### src/core/wake_pkg.sv
// constants shared by the wake-up unit and its testbench
// Functional notes
// - forty wake inputs in five groups of eight, each with edge, pending, enable.
// - each input triggers on rising or falling edge as software selects.
// - a trigger sets the input's pending flag; it stays set until cleared.
// - idle entry is refused while any input is both enabled and pending.
// - wake request is OR of pending-and-enabled inputs, to power manager and interrupt unit.
// - wake request lets the power manager leave idle; interrupts signal edge events.
// - edge detection and pending setting keep working independent of core activity.
// - a disabled input's per-input interrupt output follows the raw input, inverted for the lpc reset input 39.
// - an enabled input's per-input interrupt output shows its pending flag.
// - no masking of per-input interrupt outputs inside this unit.
// - five group lines, each set by a trigger on an enabled input in its group.
// - every group has its own group line; all five groups also have per-input outputs.
// - host-access wake input is configured by software for rising edges.
// - lpc reset input: select 0 wakes on reset falling, 1 on rising.
// - edge select 0 means rising, 1 means falling; reset clears all selects.
// - software writes to pending can only set flags; writing 0 does nothing.
// - writing 1 to a pending-clear bit clears that flag; 0 does nothing.
// - reset clears every enable bit.
package wake_pkg;
    // ********************************************
    // geometry
    // ********************************************
    localparam int NUM_INPUTS = 40;
    localparam int GROUP_SIZE = 8;
    localparam int NUM_GROUPS = 5;
    localparam int ADDR_W = 12;
    localparam int LRESET_INPUT = 39;
    // ********************************************
    // register indices (byte address is four times the index)
    // ********************************************
    localparam logic [9:0] IDX_EDGE_BASE = 10'h1C0;
    localparam logic [9:0] IDX_PEND_BASE = 10'h1CA;
    localparam logic [9:0] IDX_CLR_BASE = 10'h1CC;
    localparam logic [9:0] IDX_EN_BASE = 10'h1DE;
    localparam logic [9:0] IDX_SINGLE_STEP = 10'h002;
    localparam logic [9:0] IDX_PAIR_STEP = 10'h004;
    localparam logic [9:0] IDX_STATUS = 10'h1E8;
    localparam int STAT_WAKE_BIT = 0;
    // ********************************************
    // reset values and bus answers
    // ********************************************
    localparam logic [7:0] EDGE_RST = 8'h00;
    localparam logic [7:0] EN_RST = 8'h00;
    localparam logic [7:0] PEND_RST = 8'h00;
    localparam logic [1:0] RESP_OKAY = 2'h0;
    localparam logic [1:0] RESP_SLVERR = 2'h2;
endpackage

### src/core/wake_sync.sv
// two-flop synchroniser for the raw wake inputs
`timescale 1ns/1ps
module wake_sync #(
    parameter int WIDTH = 40
) (
    // clock and reset
    input wire logic aclk,
    input wire logic aresetn,
    // asynchronous level in, synchronised level out
    input wire logic [WIDTH-1:0] async_in,
    output logic [WIDTH-1:0] sync_out
);
    typedef struct packed {
        logic [WIDTH-1:0] meta;
        logic [WIDTH-1:0] stable;
    } sync_state_s;

    sync_state_s st_ff;
    sync_state_s nxt_st;

    // first stage is read only by the second stage
    always_comb begin
        nxt_st = st_ff;
        nxt_st.meta = async_in;
        nxt_st.stable = st_ff.meta;
    end

    always_ff @(posedge aclk) begin
        if (!aresetn) begin
            st_ff <= '0;
        end else begin
            st_ff <= nxt_st;
        end
    end

    assign sync_out = st_ff.stable;
endmodule // wake_sync

### src/core/wake_edge.sv
// per-input edge detector with software-selected polarity
`timescale 1ns/1ps
module wake_edge #(
    parameter int WIDTH = 40
) (
    // clock and reset
    input wire logic aclk,
    input wire logic aresetn,
    // synchronised levels and polarity selects
    input wire logic [WIDTH-1:0] level,
    input wire logic [WIDTH-1:0] edge_sel,
    // one-cycle trigger pulses
    output logic [WIDTH-1:0] trig
);
    typedef struct packed {
        logic primed;
        logic [WIDTH-1:0] prev;
    } edge_state_s;

    edge_state_s st_ff;
    edge_state_s nxt_st;

    // primed blocks a false edge from the reset value of prev
    always_comb begin
        nxt_st = st_ff;
        nxt_st.prev = level;
        nxt_st.primed = 1'b1;
    end

    always_ff @(posedge aclk) begin
        if (!aresetn) begin
            st_ff <= '0;
        end else begin
            st_ff <= nxt_st;
        end
    end

    // select 0 rising, select 1 falling
    genvar i;
    generate
        for (i = 0; i < WIDTH; i++) begin : g_bit
            assign trig[i] = st_ff.primed & (edge_sel[i] ? (st_ff.prev[i] & ~level[i])
                                                         : (~st_ff.prev[i] & level[i]));
        end
    endgenerate
endmodule // wake_edge

### src/core/wake_unit.sv
// multi-input wake-up unit with AXI4-Lite register access
`timescale 1ns/1ps
module wake_unit
    import wake_pkg::*;
(
    // clock and reset
    input wire logic aclk,
    input wire logic aresetn,
    // wake inputs, input 39 is the lpc reset pin
    input wire logic [NUM_INPUTS-1:0] wake_input,
    // per-input and group interrupts to the interrupt unit
    output logic [NUM_INPUTS-1:0] per_input_irq_out,
    output logic group_irq_a,
    output logic group_irq_b,
    output logic group_irq_c,
    output logic group_irq_d,
    output logic group_irq_e,
    // power manager
    output logic wake_req,
    input wire logic idle_req,
    output logic idle_grant,
    // axi4-lite write address
    input wire logic awvalid,
    output logic awready,
    input wire logic [ADDR_W-1:0] awaddr,
    input wire logic [2:0] awprot,
    // axi4-lite write data
    input wire logic wvalid,
    output logic wready,
    input wire logic [31:0] wdata,
    input wire logic [3:0] wstrb,
    // axi4-lite write response
    output logic bvalid,
    input wire logic bready,
    output logic [1:0] bresp,
    // axi4-lite read address
    input wire logic arvalid,
    output logic arready,
    input wire logic [ADDR_W-1:0] araddr,
    input wire logic [2:0] arprot,
    // axi4-lite read data
    output logic rvalid,
    input wire logic rready,
    output logic [31:0] rdata,
    output logic [1:0] rresp
);
    typedef struct packed {
        logic [NUM_INPUTS-1:0] edge_sel;
        logic [NUM_INPUTS-1:0] enable;
        logic [NUM_INPUTS-1:0] pend;
        logic [NUM_INPUTS-1:0] irq_out;
        logic [NUM_GROUPS-1:0] grp;
        logic wake;
        logic aw_hold;
        logic [9:0] aw_idx;
        logic w_hold;
        logic [7:0] w_byte;
        logic w_lane0;
        logic bvalid;
        logic [1:0] bresp;
        logic rvalid;
        logic [31:0] rdata;
        logic [1:0] rresp;
    } wake_state_s;

    wake_state_s st_ff;
    wake_state_s nxt_st;
    logic [NUM_INPUTS-1:0] pin_level;
    logic [NUM_INPUTS-1:0] raw_sync;
    logic [NUM_INPUTS-1:0] trig;
    logic [NUM_INPUTS-1:0] sw_set;
    logic [NUM_INPUTS-1:0] sw_clr;
    logic [NUM_INPUTS-1:0] live;
    logic [9:0] ar_idx;
    logic do_write;

    // ********************************************
    // input conditioning
    // ********************************************
    // lpc reset is inverted so select 0 wakes on its falling edge
    always_comb begin
        pin_level = wake_input;
        pin_level[LRESET_INPUT] = ~wake_input[LRESET_INPUT];
    end

    wake_sync #(.WIDTH(NUM_INPUTS)) u_sync (
        .aclk(aclk),
        .aresetn(aresetn),
        .async_in(pin_level),
        .sync_out(raw_sync)
    );

    // detection runs every cycle regardless of enables or bus traffic
    wake_edge #(.WIDTH(NUM_INPUTS)) u_edge (
        .aclk(aclk),
        .aresetn(aresetn),
        .level(raw_sync),
        .edge_sel(st_ff.edge_sel),
        .trig(trig)
    );

    // ********************************************
    // bus handshakes
    // ********************************************
    assign awready = !st_ff.aw_hold;
    assign wready = !st_ff.w_hold;
    assign arready = !st_ff.rvalid;
    assign ar_idx = araddr[ADDR_W-1:2];
    assign do_write = st_ff.aw_hold && st_ff.w_hold && !st_ff.bvalid;
    assign live = st_ff.pend & st_ff.enable;

    // ********************************************
    // next state
    // ********************************************
    always_comb begin
        logic hit;
        logic [9:0] g_idx;
        nxt_st = st_ff;
        sw_set = '0;
        sw_clr = '0;
        hit = 1'b0;
        g_idx = 10'h000;
        // address and data are taken in either order
        if (awvalid && awready) begin
            nxt_st.aw_hold = 1'b1;
            nxt_st.aw_idx = awaddr[ADDR_W-1:2];
        end
        if (wvalid && wready) begin
            nxt_st.w_hold = 1'b1;
            nxt_st.w_byte = wdata[7:0];
            nxt_st.w_lane0 = wstrb[0];
        end
        // register writes once both halves are held
        if (do_write) begin
            for (int g = 0; g < NUM_GROUPS; g++) begin
                g_idx = 10'(g);
                if (st_ff.aw_idx == IDX_EDGE_BASE + IDX_SINGLE_STEP * g_idx) begin
                    hit = 1'b1;
                    if (st_ff.w_lane0) begin
                        nxt_st.edge_sel[g*GROUP_SIZE +: GROUP_SIZE] = st_ff.w_byte;
                    end
                end
                if (st_ff.aw_idx == IDX_EN_BASE + IDX_SINGLE_STEP * g_idx) begin
                    hit = 1'b1;
                    if (st_ff.w_lane0) begin
                        nxt_st.enable[g*GROUP_SIZE +: GROUP_SIZE] = st_ff.w_byte;
                    end
                end
                if (st_ff.aw_idx == IDX_PEND_BASE + IDX_PAIR_STEP * g_idx) begin
                    hit = 1'b1;
                    if (st_ff.w_lane0) begin
                        sw_set[g*GROUP_SIZE +: GROUP_SIZE] = st_ff.w_byte;
                    end
                end
                if (st_ff.aw_idx == IDX_CLR_BASE + IDX_PAIR_STEP * g_idx) begin
                    hit = 1'b1;
                    if (st_ff.w_lane0) begin
                        sw_clr[g*GROUP_SIZE +: GROUP_SIZE] = st_ff.w_byte;
                    end
                end
            end
            nxt_st.aw_hold = 1'b0;
            nxt_st.w_hold = 1'b0;
            nxt_st.bvalid = 1'b1;
            nxt_st.bresp = hit ? RESP_OKAY : RESP_SLVERR;
        end else if (st_ff.bvalid && bready) begin
            nxt_st.bvalid = 1'b0;
        end
        // a trigger in the clearing cycle still leaves the flag set
        nxt_st.pend = ((st_ff.pend | sw_set) & ~sw_clr) | trig;
        // reads return pending, edge, enable or status; clear registers read zero
        if (arvalid && arready) begin
            nxt_st.rvalid = 1'b1;
            nxt_st.rdata = 32'h0000_0000;
            nxt_st.rresp = RESP_SLVERR;
            for (int g = 0; g < NUM_GROUPS; g++) begin
                g_idx = 10'(g);
                if (ar_idx == IDX_EDGE_BASE + IDX_SINGLE_STEP * g_idx) begin
                    nxt_st.rdata[7:0] = st_ff.edge_sel[g*GROUP_SIZE +: GROUP_SIZE];
                    nxt_st.rresp = RESP_OKAY;
                end
                if (ar_idx == IDX_EN_BASE + IDX_SINGLE_STEP * g_idx) begin
                    nxt_st.rdata[7:0] = st_ff.enable[g*GROUP_SIZE +: GROUP_SIZE];
                    nxt_st.rresp = RESP_OKAY;
                end
                if (ar_idx == IDX_PEND_BASE + IDX_PAIR_STEP * g_idx) begin
                    nxt_st.rdata[7:0] = st_ff.pend[g*GROUP_SIZE +: GROUP_SIZE];
                    nxt_st.rresp = RESP_OKAY;
                end
                if (ar_idx == IDX_CLR_BASE + IDX_PAIR_STEP * g_idx) begin
                    nxt_st.rresp = RESP_OKAY;
                end
            end
            if (ar_idx == IDX_STATUS) begin
                nxt_st.rdata[STAT_WAKE_BIT] = st_ff.wake;
                nxt_st.rresp = RESP_OKAY;
            end
        end else if (st_ff.rvalid && rready) begin
            nxt_st.rvalid = 1'b0;
        end
        // outputs: no local mask, the interrupt unit masks them
        for (int i = 0; i < NUM_INPUTS; i++) begin
            nxt_st.irq_out[i] = st_ff.enable[i] ? st_ff.pend[i] : raw_sync[i];
        end
        for (int g = 0; g < NUM_GROUPS; g++) begin
            nxt_st.grp[g] = |live[g*GROUP_SIZE +: GROUP_SIZE];
        end
        nxt_st.wake = |live;
    end

    // ********************************************
    // state register
    // ********************************************
    // pending flags get a defined zero even though software must not rely on it
    always_ff @(posedge aclk) begin
        if (!aresetn) begin
            st_ff <= '0;
            st_ff.edge_sel <= {NUM_GROUPS{EDGE_RST}};
            st_ff.enable <= {NUM_GROUPS{EN_RST}};
            st_ff.pend <= {NUM_GROUPS{PEND_RST}};
        end else begin
            st_ff <= nxt_st;
        end
    end

    // ********************************************
    // outputs
    // ********************************************
    assign per_input_irq_out = st_ff.irq_out;
    assign group_irq_a = st_ff.grp[0];
    assign group_irq_b = st_ff.grp[1];
    assign group_irq_c = st_ff.grp[2];
    assign group_irq_d = st_ff.grp[3];
    assign group_irq_e = st_ff.grp[4];
    assign wake_req = st_ff.wake;
    // grant is combinational so a fresh pending flag blocks idle at once
    assign idle_grant = idle_req && !(|live);
    assign bvalid = st_ff.bvalid;
    assign bresp = st_ff.bresp;
    assign rvalid = st_ff.rvalid;
    assign rdata = st_ff.rdata;
    assign rresp = st_ff.rresp;
endmodule // wake_unit

### config.mk
export PLATFORM = sky130hd
export DESIGN_NAME = wake_unit
export DESIGN_NICKNAME = d
export VERILOG_FILES = /design/src/core/wake_pkg.sv /design/src/core/wake_sync.sv /design/src/core/wake_edge.sv /design/src/core/wake_unit.sv
export SDC_FILE = /design/constraint.sdc
export NUM_CORES = 1
export LEC_CHECK = 0
export BUFFER_PORTS_ARGS = -buffer_cell sky130_fd_sc_hd__buf_4
export CAP_MARGIN = 10
export CORE_MARGIN = 3
export CORE_UTILIZATION = 25
export DETAILED_ROUTE_END_ITERATION = 16
export GPL_ROUTABILITY_DRIVEN = 0
export PLACE_DENSITY_LB_ADDON = 0.3
export SYNTH_ARGS = -nofsm -noshare
export SYNTH_HDL_FRONTEND = slang
export SYNTH_SLANG_ARGS = --single-unit
### constraint.sdc
create_clock -name aclk -period 1.75 [get_ports aclk]
set_clock_uncertainty 0.05 [all_clocks]
set_input_delay 0.2625 -clock aclk [delete_from_list [all_inputs] [get_ports aclk]]
set_output_delay 0.2625 -clock aclk [all_outputs]
set_load 0.01 [all_outputs]
==> results.toml, run 1 <==
[logic_synthesis]
synth_largest_area_cell = "dfxtp_1"
synth_area_per_cell_um2 = 8.59
synth_commonest_cells = "dfxtp_1, nand2_1, a21boi_0, and2_1, nor2_1"
postSynth.asyncResetShare = 0
netlist_instances = 1662
ys_warn_count = 0
synth_edf_count = 0
synth-seq-cells = 320
synthTopCellsByArea = "dfxtp_1, a21boi_0, nand2_1, and2_1, buf_4"
ys_seq_area_frac = 0.449
ys_types = 85
synth.top_cell.area_share = 0.449
synthFlopType = "dfxtp_1"
synth_area_um2 = 14300
synthMostInstantiatedCell = "dfxtp_1"

[clock_tree]
cts.htree.levels = 2
clk_pin_slew_ns = 0.06
cts_sinks = 320
clk_latency_ns = 0.56
cts_made_buffers = 37
clockBufferDepth = 3
cts_tree = "yes"
cts-root-buf = "clkbuf_16"

[die]
die_w_um = 245
core_area_um2 = 55700
rows = 86
start_util = 0.256
ios = 202
dieHeight_um = 245
die-area_um2 = 60000

[critical_path]
critPathCaptureType = "primary output"
path_cells = "nand2_2 > nand4_1 > nor2_4 > and3_4 > nand3_4 > nor2_2 > buf_4"
critical_path_class = "reg -> out"
critPathLaunchType = "register"
crit_fanout = 2
critPathTopFamily = "simple AND/OR/NAND/NOR gates"
crit_buf_inv = 1
worstPathRequired_ns = 1.44
arrival_ns = 1.91
timing.critical_path.slowest_stage_cell = "dfxtp_2"
slowest_delay_ns = 0.33

[finish]
post-route-cell-area_um2 = 20400
finalNetCount = 2152
stdcell_count = 2814
area_delta_synth_final_pct = 43.0
drive_gt1_frac = 0.310

[drt]
ant_nets = 0
via_per_inst = 4.72
drt_iter0_markers = 1182
routed_wl_um = 51900
drcViolationCount = 0
route.vias.total = 13300
routedWlPerCell_um = 18.4
first_pass_iters = 6

[outcome]
status = "finished, violations left"
violations = "setup timing"

[sta]
slew_viol_final = 0
fmax_mhz = 450
finalCritPeriodShare = 1.27
tightest_slew_ns = 0.606
setup_slack_ns = -0.471
hold_violations = 0
fin_crit_ns = 2.22
finalSetupViolCount = 68
rsz0062_at_grt = "yes"
slew_headroom = 0.586

[grt]
grt_pass1_wl_um = 76800
grt_max_degree = 53
grt_overflow = 0
grt_usage = 0.166
antenna_found_initial = 2
grt_pass1_vias = 12800

[place]
hpwl_um = 38300
dp_cells = 2660
dp_slack_ns = -0.399
place_area_um2 = 17500
portBuffers = 138

[flow_run]
max_cap_violations = 0

[pwr]
totalPowerFinal_mw = 17.1
p_leak_nw = 8.00
powerDensity_nw_per_um2 = 838
vdd_drop_max_mv = 0.574

[min_path]
holdCritPathClass = "in -> reg"
worst paths after layout:
path | cells past startpoint | endpoint | slack [ns] | from
hold / removal | 4 | rresp[1] | 0.14 | araddr[7]
setup / recovery | 7 | idle_grant | -0.47 | st_ff[172]
setup reg to reg | 8 | st_ff[219] | -0.11 | st_ff[57]
hold reg to reg | 1 | u_sync.sync_out[33] | 0.38 | u_sync.nxt_st[33]
area by class of cell:
cell class	count	area [um^2]
flip-flops and latches	320	6420
inverters	9	33.8
diodes	1	2.50
clock buffers	51	1050
repair buffers	478	4180
clock inverters	15	194
well taps	748	936
fillers	5712	35300
multi-input cells	1192	7590
registers in the layout, summed over array words and instances, names as in the netlist:
signal             flops
group_irq_d            1
bresp                  1
rdata                  8
rresp                  1
bvalid                 1
u_edge.st_ff          41
rvalid                 1
group_irq_b            1
per_input_irq_out     40
group_irq_e            1
wake_req               1
st_ff                141
group_irq_a            1
u_sync.sync_out       40
u_sync.nxt_st         40
group_irq_c            1
metal layers:
metal  track usage  up-vias  wire length, um
met4        0.0670        4             2130
met3        0.0358      113             3510
met1         0.220     6287            23000
met2         0.262      487            23200
li1              -     6379                -
met5             0        -               34
worst register-to-register path: stages (launching register included):
cell	delay, ns
dfxtp_2	0.32
nand4b_4	0.20
or3_4	0.38
nor2_4	0.17
buf_6	0.14
nand3_4	0.08
buf_12	0.17
mux2i_1	0.16
nor2b_1	0.06
power breakdown:
group / internal (mW) / switching [mW]
Combinational: 0.741 / 0.754
Sequential: 7.50 / 0.129
Clock: 4.80 / 3.17
Total: 13.0 / 4.06
layout by cell type, fill, tap and decap left out, types with 38 or more instances in the layout:
| master | netlist | routed |
|---|---|---|
| a21boi_1 | 2 | 83 |
| nand3_1 | 78 | 55 |
| dfxtp_1 | 320 | 307 |
| o21ai_0 | 59 | 57 |
| a21boi_0 | 151 | 61 |
| and2_1 | 122 | 122 |
| dlygate4sd3_1 | 0 | 66 |
| clkbuf_16 | 0 | 38 |
| nand2_1 | 293 | 253 |
| nor2b_1 | 45 | 42 |
| nor2_1 | 110 | 93 |
| o22ai_1 | 52 | 40 |
| buf_4 | 77 | 357 |
cells by family (layout without fill, tap and decap cells):
family,after synthesis,after routing,share of synthesized area
other cells,1,27,0.000263
mux,35,35,0.0246
compound gates,357,357,0.179
flops,320,320,0.449
buf+inv,175,553,0.0715
simple gates,774,774,0.276
stage by stage:
| stage | setup TNS [ns] | utilization | hold slack (ns) |
|---|---|---|---|
| after CTS | -3.47 | 0.354 | 0.104 |
| after global routing | -10.24 | 0.366 | 0.157 |
| after floorplan | -0.452 | - | 0.240 |
| after global placement | -4.16 | 0.314 | 0.365 |
| final | -4.07 | 0.366 | 0.136 |
| after detailed placement | -6.74 | 0.314 | 0.367 |
what timing repair did:
item / 4_1_cts / 5_1_grt
setup buffers: 10 / 16
hold endpoints to repair: 75 / 0
pin swaps: 31 / 60
cloned: 1 / 2
setup endpoints to repair: 101 / 124
resized for setup: 96 / 207
hold buffers: 66 / 0
Note: power is estimated with default switching activity, not from simulation.
==> run 2: changes to the inputs <==
- CORE_UTILIZATION: 25 -> 44
==> run 2 against run 1 <==
  * The run still ends with setup timing left
  * Utilization rose by 26 points
  * Cell count fell by 12%
  * Clock power down 6.3%
  * Critical endpoint unchanged
  * Largest power group is now registers
  * Highest routed layer unchanged
==> results.toml, run 2 (synthesis gave the netlist of run 1 again) <==
[sta]
rsz0062_at_grt = "yes"
hold_violations = 0
fin_crit_ns = 2.20
tightest_slew_ns = 0.612
finalCritPeriodShare = 1.26
setup_slack_ns = -0.447
fmax_mhz = 455
slew_headroom = 0.591
slew_viol_final = 0
finalSetupViolCount = 69

[drt]
drcViolationCount = 0
drt_iter0_markers = 1431
routedWlPerCell_um = 19.3
ant_nets = 0
routed_wl_um = 47800
first_pass_iters = 5
route.vias.total = 13500
via_per_inst = 5.45

[finish]
post-route-cell-area_um2 = 20000
largest_register_ffs = 141
finalNetCount = 2138
area_delta_synth_final_pct = 40.0
stdcell_count = 2484
mostFrequentLayoutCells = "buf_4, dfxtp_1, nand2_1"
regMostFlops = "st_ff"
drive_gt1_frac = 0.323
reg.largest.list = "st_ff x141, u_edge.st_ff x41"
fill_cells = 2604
final_common_cell = "buf_4"

[clock_tree]
cts_tree = "yes"
clk_latency_ns = 0.52
clk_pin_slew_ns = 0.06
cts-root-buf = "clkbuf_16"
cts_sinks = 320
cts.htree.levels = 2
clockBufferDepth = 3
cts_made_buffers = 36

[critical_path]
regToRegSetupSlack_ns = -0.28
critical_path_class = "reg -> out"
regToRegEndpoint = "st_ff[193]"
slowest_delay_ns = 0.32
crit_fanout = 2
critPathTopFamily = "simple AND/OR/NAND/NOR gates"
worstPathRequired_ns = 1.44
critPathLaunch = "st_ff[119]"
path_depth = 7
critPathCaptureType = "primary output"
timing.critical_path.slowest_stage_cell = "dfxtp_2"
critPathLaunchType = "register"
path_cells = "a22oi_2 > nand3_1 > nor2_2 > and3_4 > nand3_4 > nor2_4 > buf_6"
r2r_cells = 9
r2r_start = "st_ff[57]"
arrival_ns = 1.88
crit_path_end = "idle_grant"
crit_buf_inv = 1

[die]
core_area_um2 = 31800
dieHeight_um = 186
rows = 65
die_w_um = 186
die-area_um2 = 34600
ios = 202
start_util = 0.449

[place]
place_area_um2 = 16900
portBuffers = 138
hpwl_um = 32400
dp_cells = 2331

[flow_run]
max_cap_violations = 0

[pwr]
p_leak_nw = 7.93
vdd_drop_max_mv = 0.709
powerDensity_nw_per_um2 = 828

[grt]
grt_usage = 0.264
grt_pass1_vias = 13000
grt_max_degree = 68
grt_pass1_wl_um = 71500
antenna_found_initial = 2
grt_overflow = 0

[outcome]
status = "finished, violations left"
violations = "setup timing"

[min_path]
holdCritPathClass = "in -> reg"
## run 2: changes by cell type in the layout (fill, tap and decap cells not counted), moves of 4 or more
cell / delta
nand3_1: -11
nand3_2: +11
nand2_1: -10
buf_6: -8
nand2_4: +8
a21boi_2: +6
a21boi_0: -5
nor2_4: +5
nor2_2: -4
o22ai_1: -4
## run 2: worst min-delay path by stage
stage	startpoint	end	slack (ns)	depth (start not counted)
final	aresetn	rdata[0]	0.10	3
after global routing	aresetn	st_ff[213]	0.10	2
after CTS	aresetn	rdata[0]	0.08	3
after detailed placement	u_sync.nxt_st[15]	u_sync.sync_out[15]	0.37	1
after global placement	u_sync.nxt_st[35]	u_sync.sync_out[35]	0.36	1
after floorplan	aresetn	u_edge.st_ff[40]	0.24	0
## run 2: area by class of cell
class,instances,area [um^2],area share
Multi-Input combinational cell,1192,7780,0.389
Sequential cell,320,6420,0.321
Tap cell,435,544,0.0272
Antenna cell,1,2.50,0.000125
Timing Repair Buffer,465,4020,0.201
Inverter,9,33.8,0.00169
Clock inverter,13,124,0.00620
Clock buffer,49,1050,0.0526
## run 2: power breakdown
group / internal, mW / leakage [nW] / switching, mW / total (mW)
Sequential: 7.50 / 2.61 / 0.127 / 7.63
Combinational: 0.703 / 4.73 / 0.750 / 1.45
Clock: 4.49 / 0.583 / 2.98 / 7.47
## run 2: timing repair
item                                    4_1_cts  5_1_grt
resized for setup                           150      189
endpoints found under the setup margin       89      124
setup buffers                                17       12
pin swaps                                    56       91
hold buffers                                 64        0
gates cloned                                  3        1
hold endpoints to repair                     63        0
## run 2: through the flow
step | worst slack [ns] | setup TNS, ns | hold WS (ns) | power [mW] | utilization
finish | -0.447 | -10.89 | 0.101 | 16.6 | 0.628
CTS | -0.495 | -7.41 | 0.0813 | 16.6 | 0.607
detailed placement | -0.370 | -6.65 | 0.368 | 9.01 | 0.532
global placement | -0.323 | -4.17 | 0.363 | 8.98 | 0.532
floorplan | -0.101 | -0.452 | 0.240 | 8.48 | -
global route | -0.495 | -16.35 | 0.103 | 17.1 | 0.628
## run 2: layer usage
metal  share of wire  GRT usage  vias to the layer above
li1                -          -                     6343
met1            0.40      0.342                     6331
met2            0.45      0.418                      686
met3           0.097     0.0676                      174
met4           0.050      0.120                        2
met5         0.00027          0                        -
## run 2: worst min-delay path, delay by kind of cell
| kind | cells | cell delay [ns] |
|---|---|---|
| compound gates | 2 | 0.17 |
| buf+inv | 1 | 0.19 |
==> run 3: changes to the inputs <==
- ABC_AREA: unset -> 1
==> run 3 against run 2 <==
  * Final area shrank 7.3%
  * Sequential power is essentially flat
  * Utilization shrank 0.49 points
  * First-iteration DRC count grew 20%
  * Clock power grew 3.1%
  * Wire length shrank 6.6%
  * The flow still finishes with violations (setup timing)
==> results.toml, run 3 <==
[outcome]
status = "finished, violations left"
violations = "setup timing"

[place]
hpwl_um = 28700
place_area_um2 = 15300
portBuffers = 138
dp_cells = 2377

[grt]
grt_overflow = 0
grtUsageMet2 = 0.381
grt_max_degree = 92
grt_util_met1 = 0.333
antenna_found_initial = 0
top_usage_layer = "met2"
grt_usage = 0.240
met3_usage = 0.0410
grt_pass1_wl_um = 63300
grt_pass1_vias = 11800

[finish]
largest_register_ffs = 141
antenna_cells = 0
finalNetCount = 2251
fill_cells = 2445
reg.largest.list = "st_ff x141, u_edge.st_ff x41"
area_delta_synth_final_pct = 38.9
mostFrequentLayoutCells = "nand2_1, dfxtp_1, inv_1, buf_4, nor2_1"
stdcell_count = 2548
regArea_um2 = 6420
regMostFlops = "st_ff"
multi_input_area_um2 = 5830
post-route-cell-area_um2 = 18500
final_common_cell = "nand2_1"
drive_gt1_frac = 0.277

[critical_path]
critical_path_class = "reg -> out"
r2r_start = "st_ff[56]"
worstPathRequired_ns = 1.44
regToRegSetupSlack_ns = -0.20
arrival_ns = 1.92
r2r_cells = 12
critPathLaunchType = "register"
timing.critical_path.slowest_stage_cell = "dfxtp_1"
critPathCaptureType = "primary output"
crit_fanout = 2
slowest_delay_ns = 0.34
path_cells = "nand2_2 > nand4_1 > nor2_1 > buf_4 > nand3_2 > nand3b_1 > nor2_1 > buf_4"
regToRegEndpoint = "st_ff[157]"

[sta]
fin_crit_ns = 2.23
slew_headroom = 0.581
hold_violations = 0
fmax_mhz = 448
finalCritPeriodShare = 1.28
setup_slack_ns = -0.482
rsz0062_at_grt = "yes"
tightest_slew_ns = 0.625
slew_viol_final = 0
tns_ns = -4.16
finalSetupViolCount = 54

[flow_run]
max_cap_violations = 0

[clock_tree]
cts.htree.levels = 2
cts-root-buf = "clkbuf_16"
clk_latency_ns = 0.52
clk_pin_slew_ns = 0.06
cts_tree = "yes"
cts_sinks = 320
cts_made_buffers = 35
clockBufferDepth = 3

[min_path]
whs_endpoint = "st_ff[51]"
worstHoldStart = "awaddr[5]"
min_delay_path_depth = 3
holdCritPathClass = "in -> reg"

[logic_synthesis]
synth_edf_count = 0
synthTopCellsByArea = "dfxtp_1, nand2_1, inv_1, a21oi_1, o21ai_0"
netlist_instances = 1819
synth.top_cell.area_share = 0.480
synthMostInstantiatedCell = "nand2_1"
synth-seq-cells = 320
synth_commonest_cells = "nand2_1, dfxtp_1, inv_1, a21oi_1, o21ai_0"
synthFlopType = "dfxtp_1"
synth_largest_area_cell = "dfxtp_1"
ys_seq_area_frac = 0.480
ys_warn_count = 0
synth_area_per_cell_um2 = 7.33
ys_types = 32
synth_area_um2 = 13300
postSynth.asyncResetShare = 0

[pwr]
powerDensity_nw_per_um2 = 903
vdd_drop_max_mv = 0.679
p_leak_nw = 8.37

[drt]
first_pass_iters = 6
route.vias.total = 13300
ant_nets = 0
via_per_inst = 5.23
routedWlPerCell_um = 17.5
drcViolationCount = 0
routed_wl_um = 44700
drt_iter0_markers = 1724

[die]
die_w_um = 180
dieHeight_um = 180
core_area_um2 = 29700
ios = 202
rows = 63
die-area_um2 = 32400
start_util = 0.449
## run 3: cell types whose count changed after synthesis, sizes merged, moves of 18 or more
cell    previous run  this run
a21oi              9       146
nor2b             45         0
inv                9       313
nor2             112       146
nand2b            37         0
nand3             81        62
nand4              9        45
and2             122         0
mux2i             34         0
a21boi           153         0
buf              108        88
nand2            294       375
o21ai             64       183
a22oi             18         0
## run 3: area by class of cell
type,count,area share
Clock buffer,51,0.0561
Inverter,315,0.0649
Clock inverter,7,0.00878
Timing Repair inverter,3,0.00122
Tap cell,390,0.0263
Sequential cell,320,0.347
Multi-Input combinational cell,1075,0.315
Timing Repair Buffer,387,0.181
## run 3: through the flow
| step | hold slack (ns) | setup slack [ns] | utilization | total power [mW] |
|---|---|---|---|---|
| finish | 0.0171 | -0.482 | 0.623 | 16.7 |
| detailed placement | 0.345 | -0.231 | 0.515 | 8.87 |
| global placement | 0.347 | -0.128 | 0.515 | 8.85 |
| floorplan | 0.240 | 0.104 | - | 8.39 |
| CTS | 0.00361 | -0.468 | 0.586 | 16.6 |
| global route | 0.0295 | -0.533 | 0.623 | 17.3 |
## run 3: worst max-delay path: cells and delay by family, from the launching register on
| family | cells | cell delay [ns] |
|---|---|---|
| buf+inv | 2 | 0.30 |
| flops | 1 | 0.34 |
| simple gates | 6 | 0.78 |
## run 3: layer usage
metal,up-vias,wire [um]
met1,6087,17700
met3,141,4840
met4,0,2010
met2,770,20200
li1,6340,-
met5,-,0
## run 3: logic make-up after synthesis
group / Yosys count / synth area share
flops: 320 / 0.480
buf+inv: 454 / 0.151
other cells: 1 / 0.000281
simple gates: 647 / 0.212
compound gates: 397 / 0.156
## run 3: report_power, final
part	total, mW	internal [mW]	switching, mW
Combinational	1.38	0.575	0.806
Sequential	7.64	7.51	0.135
Clock	7.70	4.83	2.87
## run 3: how the worst max path moves through the flow
stage / from / end / slack [ns] / cells after the start
6_report: st_ff[124] / idle_grant / -0.48 / 8
5_1_grt: st_ff[121] / idle_grant / -0.53 / 8
4_1_cts: st_ff[166] / idle_grant / -0.47 / 8
3_5_place_dp: araddr[7] / rdata[0] / -0.23 / 13
3_3_place_gp: araddr[7] / rdata[2] / -0.13 / 13
2_1_floorplan: st_ff[56] / st_ff[196] / 0.10 / 10
## run 3: repair_timing
action	in CTS	in global routing
gates resized for setup	46	270
hold buffers	59	0
endpoints found under the setup margin	51	112
cloned	0	12
buffers inserted	18	29
endpoints found under the hold margin	59	0
pin swaps	13	62
